**src/hdl/srtq_map.svh**
```systemverilog
// register map, reset values and timing counts of the slew rate qualifier
`ifndef SRTQ_MAP_SVH
`define SRTQ_MAP_SVH
`define SRTQ_OFS_CTRL 5'h00
`define SRTQ_OFS_UPPER 5'h04
`define SRTQ_OFS_LOWER 5'h08
`define SRTQ_OFS_DELTA 5'h0c
`define SRTQ_OFS_PRESET 5'h10
`define SRTQ_OFS_SLEW 5'h14
`define SRTQ_OFS_STATUS 5'h18
`define SRTQ_OFS_TRANSIT 5'h1c
`define SRTQ_CTRL_EN_BIT 0
`define SRTQ_CTRL_POL_LSB 1
`define SRTQ_CTRL_SLOWER_BIT 3
`define SRTQ_CTRL_SRC_LSB 4
`define SRTQ_PRESET_TTL_BIT 0
`define SRTQ_PRESET_ECL_BIT 1
`define SRTQ_UPPER_RST 16'h07d0
`define SRTQ_LOWER_RST 16'h0320
`define SRTQ_DELTA_RST 32'h0000_000c
`define SRTQ_TTL_UPPER 16'h07d0
`define SRTQ_TTL_LOWER 16'h0320
`define SRTQ_ECL_UPPER 16'hfbb4
`define SRTQ_ECL_LOWER 16'hf9c0
`define SRTQ_SLEW_FRAC 8
`define SRTQ_CLK_PS 20000
`define SRTQ_MIN_EDGE_PS 600
`define SRTQ_MIN_PULSE_PS 7500
`define SRTQ_MIN_EDGE_CYC \
   ((`SRTQ_MIN_EDGE_PS + `SRTQ_CLK_PS - 1) / `SRTQ_CLK_PS)
`define SRTQ_MIN_PULSE_CYC \
   ((`SRTQ_MIN_PULSE_PS + `SRTQ_CLK_PS - 1) / `SRTQ_CLK_PS)
`define SRTQ_DIV_STEPS 6'h20
`endif

```
**src/hdl/srtq_pkg.sv**
```systemverilog
// types of the slew rate qualifier
package srtq_pkg;
   typedef enum logic [4:0] {
      S_IDLE = 5'h01,
      S_LOW = 5'h02,
      S_HIGH = 5'h04,
      S_RISE = 5'h08,
      S_FALL = 5'h10
   } srtq_state_t;
   typedef enum logic [1:0] {
      POL_POS = 2'h0,
      POL_NEG = 2'h1,
      POL_EITHER = 2'h2
   } srtq_pol_t;
   typedef struct packed {
      logic above_upper;
      logic above_lower;
   } srtq_cmp_t;
   typedef struct packed {
      logic [1:0] src;
      logic slower;
      srtq_pol_t pol;
      logic enable;
   } srtq_ctrl_t;
endpackage

```
**src/hdl/srtq_top.sv**
```systemverilog
// slew rate trigger qualifier: registers, transit timer and trigger
//
// Decided for this implementation: the address map and the plain strobed port.
`include "srtq_map.svh"
`timescale 1ns/10ps
`default_nettype none
module srtq_top #(
   parameter int N_CH = 4,
   parameter int CNT_W = 32
) (
   input wire logic ref_clk,
   input wire logic rst_n,
   input wire logic [4:0] reg_addr,
   input wire logic [31:0] reg_wdata,
   input wire logic reg_wr,
   input wire logic reg_rd,
   output logic [31:0] reg_rdata,
   input wire srtq_pkg::srtq_cmp_t [N_CH-1:0] cmp_in,
   input wire logic holdoff_busy,
   output logic trig_out,
   output logic trig_rising,
   output logic [1:0] pulse_src_sel
);
   import srtq_pkg::*;
   srtq_ctrl_t ctrl_reg;
   logic [15:0] upper_reg;
   logic [15:0] lower_reg;
   logic [31:0] delta_reg;
   logic recalc_reg;
   logic [CNT_W-1:0] cnt_reg;
   logic [CNT_W-1:0] cnt_next;
   logic [CNT_W-1:0] transit;
   logic [CNT_W-1:0] last_transit_reg;
   logic [15:0] trig_cnt_reg;
   srtq_state_t state_reg;
   srtq_state_t state_next;
   srtq_cmp_t cmp_sel;
   logic hi;
   logic lo;
   logic rise_ok;
   logic fall_ok;
   logic done_rise;
   logic done_fall;
   logic pass;
   logic [16:0] span;
   logic [31:0] dividend;
   logic [31:0] slew_quot;
   logic div_busy;
   logic wr_ctrl;
   logic wr_upper;
   logic wr_lower;
   logic wr_delta;
   logic wr_preset;

   assign wr_ctrl = reg_wr && (reg_addr == `SRTQ_OFS_CTRL);
   assign wr_upper = reg_wr && (reg_addr == `SRTQ_OFS_UPPER);
   assign wr_lower = reg_wr && (reg_addr == `SRTQ_OFS_LOWER);
   assign wr_delta = reg_wr && (reg_addr == `SRTQ_OFS_DELTA);
   assign wr_preset = reg_wr && (reg_addr == `SRTQ_OFS_PRESET);

   // control register
   always_ff @(posedge ref_clk) begin
      if (!rst_n) begin
         ctrl_reg <= '0;
      end else if (wr_ctrl) begin
         ctrl_reg.enable <= reg_wdata[`SRTQ_CTRL_EN_BIT];
         ctrl_reg.pol <= srtq_pol_t'(reg_wdata[`SRTQ_CTRL_POL_LSB +: 2]);
         ctrl_reg.slower <= reg_wdata[`SRTQ_CTRL_SLOWER_BIT];
         ctrl_reg.src <= reg_wdata[`SRTQ_CTRL_SRC_LSB +: 2];
      end
   end

   // shared source select leaves the block for the other pulse classes
   always_ff @(posedge ref_clk) begin
      if (!rst_n) begin
         pulse_src_sel <= 2'h0;
      end else begin
         pulse_src_sel <= ctrl_reg.src;
      end
   end

   // thresholds: separate writes or a logic family preset
   always_ff @(posedge ref_clk) begin
      if (!rst_n) begin
         upper_reg <= `SRTQ_UPPER_RST;
         lower_reg <= `SRTQ_LOWER_RST;
      end else if (wr_preset && reg_wdata[`SRTQ_PRESET_TTL_BIT]) begin
         upper_reg <= `SRTQ_TTL_UPPER;
         lower_reg <= `SRTQ_TTL_LOWER;
      end else if (wr_preset && reg_wdata[`SRTQ_PRESET_ECL_BIT]) begin
         upper_reg <= `SRTQ_ECL_UPPER;
         lower_reg <= `SRTQ_ECL_LOWER;
      end else begin
         if (wr_upper) begin
            upper_reg <= reg_wdata[15:0];
         end
         if (wr_lower) begin
            lower_reg <= reg_wdata[15:0];
         end
      end
   end

   always_ff @(posedge ref_clk) begin
      if (!rst_n) begin
         delta_reg <= `SRTQ_DELTA_RST;
      end else if (wr_delta) begin
         delta_reg <= reg_wdata;
      end
   end

   // any change of span or delta restarts the readout division
   always_ff @(posedge ref_clk) begin
      if (!rst_n) begin
         recalc_reg <= 1'b1;
      end else begin
         recalc_reg <= wr_upper || wr_lower || wr_delta || wr_preset;
      end
   end

   // span in threshold codes, fixed point, over delta in cycles
   assign span = {upper_reg[15], upper_reg} - {lower_reg[15], lower_reg};
   assign dividend = span[16] ? 32'h0000_0000 :
      {8'h00, span[15:0], 8'h00};

   srtq_div u_div (
      .ref_clk(ref_clk),
      .rst_n(rst_n),
      .start(recalc_reg),
      .dividend(dividend),
      .divisor(delta_reg),
      .quot(slew_quot),
      .busy(div_busy)
   );

   srtq_chsel #(
      .N_CH(N_CH)
   ) u_chsel (
      .ref_clk(ref_clk),
      .rst_n(rst_n),
      .cmp_in(cmp_in),
      .src(ctrl_reg.src),
      .cmp_sel(cmp_sel)
   );

   assign hi = cmp_sel.above_upper;
   assign lo = !cmp_sel.above_lower && !cmp_sel.above_upper;
   assign rise_ok = (ctrl_reg.pol != POL_NEG);
   assign fall_ok = (ctrl_reg.pol != POL_POS);

   // transit state machine
   always_comb begin
      state_next = state_reg;
      cnt_next = cnt_reg;
      done_rise = 1'b0;
      done_fall = 1'b0;
      case (state_reg)
         S_IDLE: begin
            if (hi) begin
               state_next = S_HIGH;
            end else if (lo) begin
               state_next = S_LOW;
            end
         end
         S_LOW: begin
            // both crossed in one sample: too fast to time
            if (hi) begin
               state_next = S_HIGH;
            end else if (!lo) begin
               state_next = rise_ok ? S_RISE : S_IDLE;
               cnt_next = '0;
            end
         end
         S_HIGH: begin
            if (lo) begin
               state_next = S_LOW;
            end else if (!hi) begin
               state_next = fall_ok ? S_FALL : S_IDLE;
               cnt_next = '0;
            end
         end
         S_RISE: begin
            if (lo) begin
               state_next = S_LOW;
            end else if (hi) begin
               state_next = S_HIGH;
               done_rise = 1'b1;
            end else if (cnt_reg != '1) begin
               cnt_next = cnt_reg + 1'b1;
            end
         end
         S_FALL: begin
            if (hi) begin
               state_next = S_HIGH;
            end else if (lo) begin
               state_next = S_LOW;
               done_fall = 1'b1;
            end else if (cnt_reg != '1) begin
               cnt_next = cnt_reg + 1'b1;
            end
         end
         default: begin
            state_next = S_IDLE;
         end
      endcase
      if (!ctrl_reg.enable) begin
         state_next = S_IDLE;
      end
   end

   always_ff @(posedge ref_clk) begin
      if (!rst_n) begin
         state_reg <= S_IDLE;
         cnt_reg <= '0;
      end else begin
         state_reg <= state_next;
         cnt_reg <= cnt_next;
      end
   end

   // cycles from first crossing sample to second crossing sample
   assign transit = (cnt_reg == '1) ? cnt_reg : cnt_reg + 1'b1;
   assign pass = (transit >= CNT_W'(`SRTQ_MIN_EDGE_CYC)) &&
      (ctrl_reg.slower ? (transit > CNT_W'(delta_reg)) :
      (transit < CNT_W'(delta_reg)));

   // trigger pulse, gated by the shared mode and holdoff logic
   always_ff @(posedge ref_clk) begin
      if (!rst_n) begin
         trig_out <= 1'b0;
         trig_rising <= 1'b0;
      end else begin
         trig_out <= ctrl_reg.enable && (done_rise || done_fall) &&
            pass && !holdoff_busy;
         if (done_rise || done_fall) begin
            trig_rising <= done_rise;
         end
      end
   end

   always_ff @(posedge ref_clk) begin
      if (!rst_n) begin
         last_transit_reg <= '0;
         trig_cnt_reg <= 16'h0000;
      end else begin
         if (ctrl_reg.enable && (done_rise || done_fall)) begin
            last_transit_reg <= transit;
         end
         if (ctrl_reg.enable && (done_rise || done_fall) && pass &&
             !holdoff_busy) begin
            trig_cnt_reg <= trig_cnt_reg + 16'h0001;
         end
      end
   end

   // read port: data only in the cycle after the strobe
   always_ff @(posedge ref_clk) begin
      if (!rst_n) begin
         reg_rdata <= 32'h0000_0000;
      end else if (reg_rd) begin
         case (reg_addr)
            `SRTQ_OFS_CTRL: reg_rdata <= {26'h0, ctrl_reg.src,
               ctrl_reg.slower, ctrl_reg.pol, ctrl_reg.enable};
            `SRTQ_OFS_UPPER: reg_rdata <= {16'h0000, upper_reg};
            `SRTQ_OFS_LOWER: reg_rdata <= {16'h0000, lower_reg};
            `SRTQ_OFS_DELTA: reg_rdata <= delta_reg;
            `SRTQ_OFS_SLEW: reg_rdata <= slew_quot;
            `SRTQ_OFS_STATUS: reg_rdata <= {trig_cnt_reg, 9'h000,
               state_reg, trig_rising, div_busy};
            `SRTQ_OFS_TRANSIT: reg_rdata <= 32'(last_transit_reg);
            default: reg_rdata <= 32'h0000_0000;
         endcase
      end else begin
         reg_rdata <= 32'h0000_0000;
      end
   end
endmodule // srtq_top
`default_nettype wire

```
**src/hdl/srtq_chsel.sv**
```systemverilog
// source channel selection of comparator pairs
`timescale 1ns/10ps
`default_nettype none
module srtq_chsel #(
   parameter int N_CH = 4
) (
   input wire logic ref_clk,
   input wire logic rst_n,
   input wire srtq_pkg::srtq_cmp_t [N_CH-1:0] cmp_in,
   input wire logic [$clog2(N_CH)-1:0] src,
   output srtq_pkg::srtq_cmp_t cmp_sel
);
   import srtq_pkg::*;
   // one shared source for every pulse class; sampled once per cycle
   always_ff @(posedge ref_clk) begin
      if (!rst_n) begin
         cmp_sel <= '0;
      end else begin
         cmp_sel <= cmp_in[src];
      end
   end
endmodule // srtq_chsel
`default_nettype wire

```
**src/hdl/srtq_div.sv**
```systemverilog
// sequential restoring divider for the slew readout
`include "srtq_map.svh"
`timescale 1ns/10ps
`default_nettype none
module srtq_div (
   input wire logic ref_clk,
   input wire logic rst_n,
   input wire logic start,
   input wire logic [31:0] dividend,
   input wire logic [31:0] divisor,
   output logic [31:0] quot,
   output logic busy
);
   import srtq_pkg::*;
   logic [32:0] rem_reg;
   logic [31:0] dvd_reg;
   logic [31:0] dvs_reg;
   logic [5:0] cnt_reg;
   logic [32:0] trial;
   logic [32:0] diff;
   logic fits;
   assign trial = {rem_reg[31:0], dvd_reg[31]};
   assign diff = trial - {1'b0, dvs_reg};
   assign fits = !diff[32];
   always_ff @(posedge ref_clk) begin
      if (!rst_n) begin
         rem_reg <= '0;
         dvd_reg <= '0;
         dvs_reg <= '0;
         cnt_reg <= '0;
         busy <= 1'b0;
         quot <= '0;
      end else if (start) begin
         rem_reg <= '0;
         dvd_reg <= dividend;
         dvs_reg <= divisor;
         cnt_reg <= `SRTQ_DIV_STEPS;
         busy <= 1'b1;
      end else if (busy) begin
         rem_reg <= fits ? diff : trial;
         dvd_reg <= {dvd_reg[30:0], fits};
         cnt_reg <= cnt_reg - 6'h01;
         if (cnt_reg == 6'h01) begin
            busy <= 1'b0;
            quot <= {dvd_reg[30:0], fits};
         end
      end
   end
endmodule // srtq_div
`default_nettype wire

```
**config.mk**
```make
export PLATFORM = sky130hd
export DESIGN_NAME = srtq_top
export DESIGN_NICKNAME = d
export VERILOG_FILES = /design/src/hdl/srtq_pkg.sv /design/src/hdl/srtq_top.sv /design/src/hdl/srtq_chsel.sv /design/src/hdl/srtq_div.sv
export VERILOG_INCLUDE_DIRS = /design/src /design/src/hdl
export SDC_FILE = /design/constraint.sdc
export NUM_CORES = 1
export LEC_CHECK = 0
export ABC_AREA = 1
export BUFFER_PORTS_ARGS = -buffer_cell sky130_fd_sc_hd__buf_4
export CAP_MARGIN = 20
export CELL_PAD_IN_SITES_DETAIL_PLACEMENT = 0
export CELL_PAD_IN_SITES_GLOBAL_PLACEMENT = 2
export CORE_MARGIN = 10
export CORE_UTILIZATION = 35
export CTS_CLUSTER_DIAMETER = 100
export DETAILED_ROUTE_END_ITERATION = 10
export PLACE_DENSITY = 0.88
export SYNTH_ARGS = -nofsm -noshare
export SYNTH_HDL_FRONTEND = slang
export SYNTH_HIERARCHICAL = 1
export SYNTH_SLANG_ARGS = --single-unit
```
**constraint.sdc**
```tcl
create_clock -name ref_clk -period 9.7 [get_ports ref_clk]
set_input_delay 0.97 -clock ref_clk [delete_from_list [all_inputs] [get_ports ref_clk]]
set_output_delay 0.97 -clock ref_clk [all_outputs]
set_load 0.02 [all_outputs]
```
==> results.yml <==
synth:
  synth_top_area_share_pct: 34.3
  synth-edff-count: 0
  ys_seq_area_share_pct: 34.3
  synth_top_flop_cell: "dfxtp_1"
  ys_ff_latch: 329
  synth.distinct_cells: 59
  synthArstFlopShare_pct: 0
  post_synth_main_area_contributors: "dfxtp_1, nand2_1, inv_1, a21oi_1, nor2_1"
  yosysTopAreaCell: "dfxtp_1"
  synth_area_mm2: 0.0192
  synth_cells: 2916
  syn_avg_cell_area_um2: 6.58
  synth_warnings: 6
grt:
  grt_pass1_vias: 17900
  grt_first_pass_wirelength_mm: 102
  globalRouteOverflowTotal: 0
  track_usage_pct: 20.1
  antenna_found_initial: 3
  grt_max_degree: 88
floorplanning:
  coreArea_mm2: 0.0540
  initial_core_util_pct: 35.5
  die_y_um: 254
  rows: 85
  dieArea_mm2: 0.0646
  die_x_um: 254
  ios: 86
worst_setup_path:
  cp_max_fo: 25
  crit_type: "flop to flop"
  reg2reg_slack_ps: 5020
  max_stage_delay_ps: 760
  crit_top_cell: "nand2_1"
  r2r.worst_path.cells: 26
  timing.critical_path.from: "cnt_reg[1]"
  critPathSlowestCell: "nor2_2"
  r2r-start: "cnt_reg[1]"
  crit_arrival_ps: 5080
  cp.required_ps: 10100
  end_kind: "flop"
  r2r_end: "trig_cnt_reg[4]"
  critPathLaunchType: "flop"
sta:
  grt_setup_unrepaired: "no"
  post-route-min-period_ps: 4680
  clock_skew_ps: 29.5
  finalHoldViolations: 0
  fmax_mhz: 214
  setup-violations-final: 0
  final.period_utilization_pct: 48.2
  slew_headroom_pct: 27.0
  final-max-slew-violation-count: 0
  worst_pin_slew_ps: 1090
  fin_tns_setup_ps: 0
pwr:
  power.density_mw_per_mm2: 147
  ir_worst_vdd_uv: 112
  leakage_nw: 10.1
cts:
  clkLatencyLatePin_ps: 580
  post_cts_resized: 0
  cts_setup_buffers: 0
  ctsHtreeMaxLevel: 2
  cts_tree: "built"
  cts-root-buf: "clkbuf_16"
  cts_max_path_buffers: 3
  path_clk_slew_ps: 60
  hold_buffers: 0
  cts_made_buffers: 41
  cts.sinks: 329
route:
  drc: 0
  post_drt_wl_per_cell_um: 17.7
  drt_first_pass_iters: 6
  totalWireLength_mm: 65.4
  post_drt_via_cell_ratio: 5.02
  route.vias.total: 18500
  ant_nets: 0
  drtIter0Drc: 1473
final_layout:
  finish.net_count: 3105
  layout_commonest_cell: "nand2_1"
  layout-drive-gt1-share_pct: 8.55
  final_util_pct: 40.0
  area_growth_pct: 12.7
  fill_cells: 5839
  final_cell_mix: "nand2_1, inv_1, dfxtp_1"
worst_hold_path:
  min_from: "last_transit_reg[12]"
  holdPathStages: 2
  hold_path.class: "flop to flop"
  hold_end: "last_transit_reg[12]"
flow_run:
  maxCapViolCount: 0
placed_design:
  dp_hpwl_mm: 50.0
  place.gp.congestion: 0.942
  io_buffers: 85
run_status:
  status: "finished clean"
worst max-delay path by stage:
stage / end / cells after the start
detailed placement: delta_reg[19] / 9
finish: trig_cnt_reg[4] / 26
floorplan: trig_cnt_reg[10] / 26
global placement: delta_reg[27] / 9
CTS: trig_cnt_reg[15] / 26
global route: trig_cnt_reg[15] / 27
cell type report:
class / count / area [um^2] / share of cell area, %
well taps: 696 / 871 / 4.03
inverters: 485 / 1820 / 8.42
diodes: 1 / 2.50 / 0.0116
clock inverters: 10 / 67.6 / 0.313
multi-input cells: 2010 / 10400 / 47.9
repair buffers: 102 / 766 / 3.54
flip-flops and latches: 329 / 6590 / 30.5
clock buffers: 59 / 1150 / 5.34
synthesized netlist by cell type, types with 8 or more instances:
cell,number
a221oi_1,30
nand4_1,30
a22oi_1,20
clkbuf_1,84
nor3_1,21
nand3_1,126
buf_2,8
a211oi_1,20
nor2_2,9
inv_1,470
o221ai_1,10
nand2_2,33
xnor2_1,13
ha_1,84
o22ai_1,21
a21oi_1,248
o211ai_1,9
nor2_1,288
xor2_1,35
a21oi_2,14
o21ai_0,185
inv_2,10
o21ai_1,10
dfxtp_1,329
nand2_1,723
per-stage QoR:
| step | total power, W | setup slack, ps | hold slack [ps] | instance area (um^2) | std cells |
|---|---|---|---|---|---|
| after detailed placement | 0.00178 | 4730 | 448 | 20400 | 3622 |
| after global placement | 0.00178 | 4900 | 447 | 20400 | 3622 |
| final | 0.00319 | 5020 | 457 | 21600 | 3692 |
| after floorplan | 0.00166 | 6220 | 429 | 19200 | 2931 |
| after CTS | 0.00322 | 5020 | 457 | 21600 | 3691 |
| after global routing | 0.00332 | 4560 | 485 | 21600 | 3691 |
cells by family after synthesis:
logic type / share of synthesized area [%]
AOI/OAI and AO/OA: 17.7
xor gates and xnor gates: 2.19
adders and majority gates: 5.69
buffers and inverters: 12.1
DFF: 34.3
other: 0.0195
and+or+nand+nor: 28.0
critical path: cells and delay by family (launching register included):
| family | cells | cell delay, ps |
|---|---|---|
| and+or+nand+nor | 19 | 2770 |
| AOI/OAI and AO/OA | 2 | 210 |
| adders and majority gates | 2 | 510 |
| buffers and inverters | 3 | 570 |
| DFF | 1 | 390 |
report_power, final:
group	total, W	leakage (nW)	internal (W)	switching (W)
clock	0.00143	0.600	0.000824	0.000611
sequential	0.00140	2.66	0.00138	0.0000165
combinational	0.000354	6.84	0.000107	0.000247
total	0.00319	10.1	0.00231	0.000875
layer usage:
layer / global-route usage [%] / wire (um) / vias to the layer above
met3: 3.70 / 3650 / 108
met2: 33.4 / 30100 / 451
met1: 25.5 / 29600 / 8531
met4: 7.35 / 2020 / 2
met5: 0 / 7 / -
li1: - / - / 9429
No activity file was read; power rests on OpenSTA's default activity.
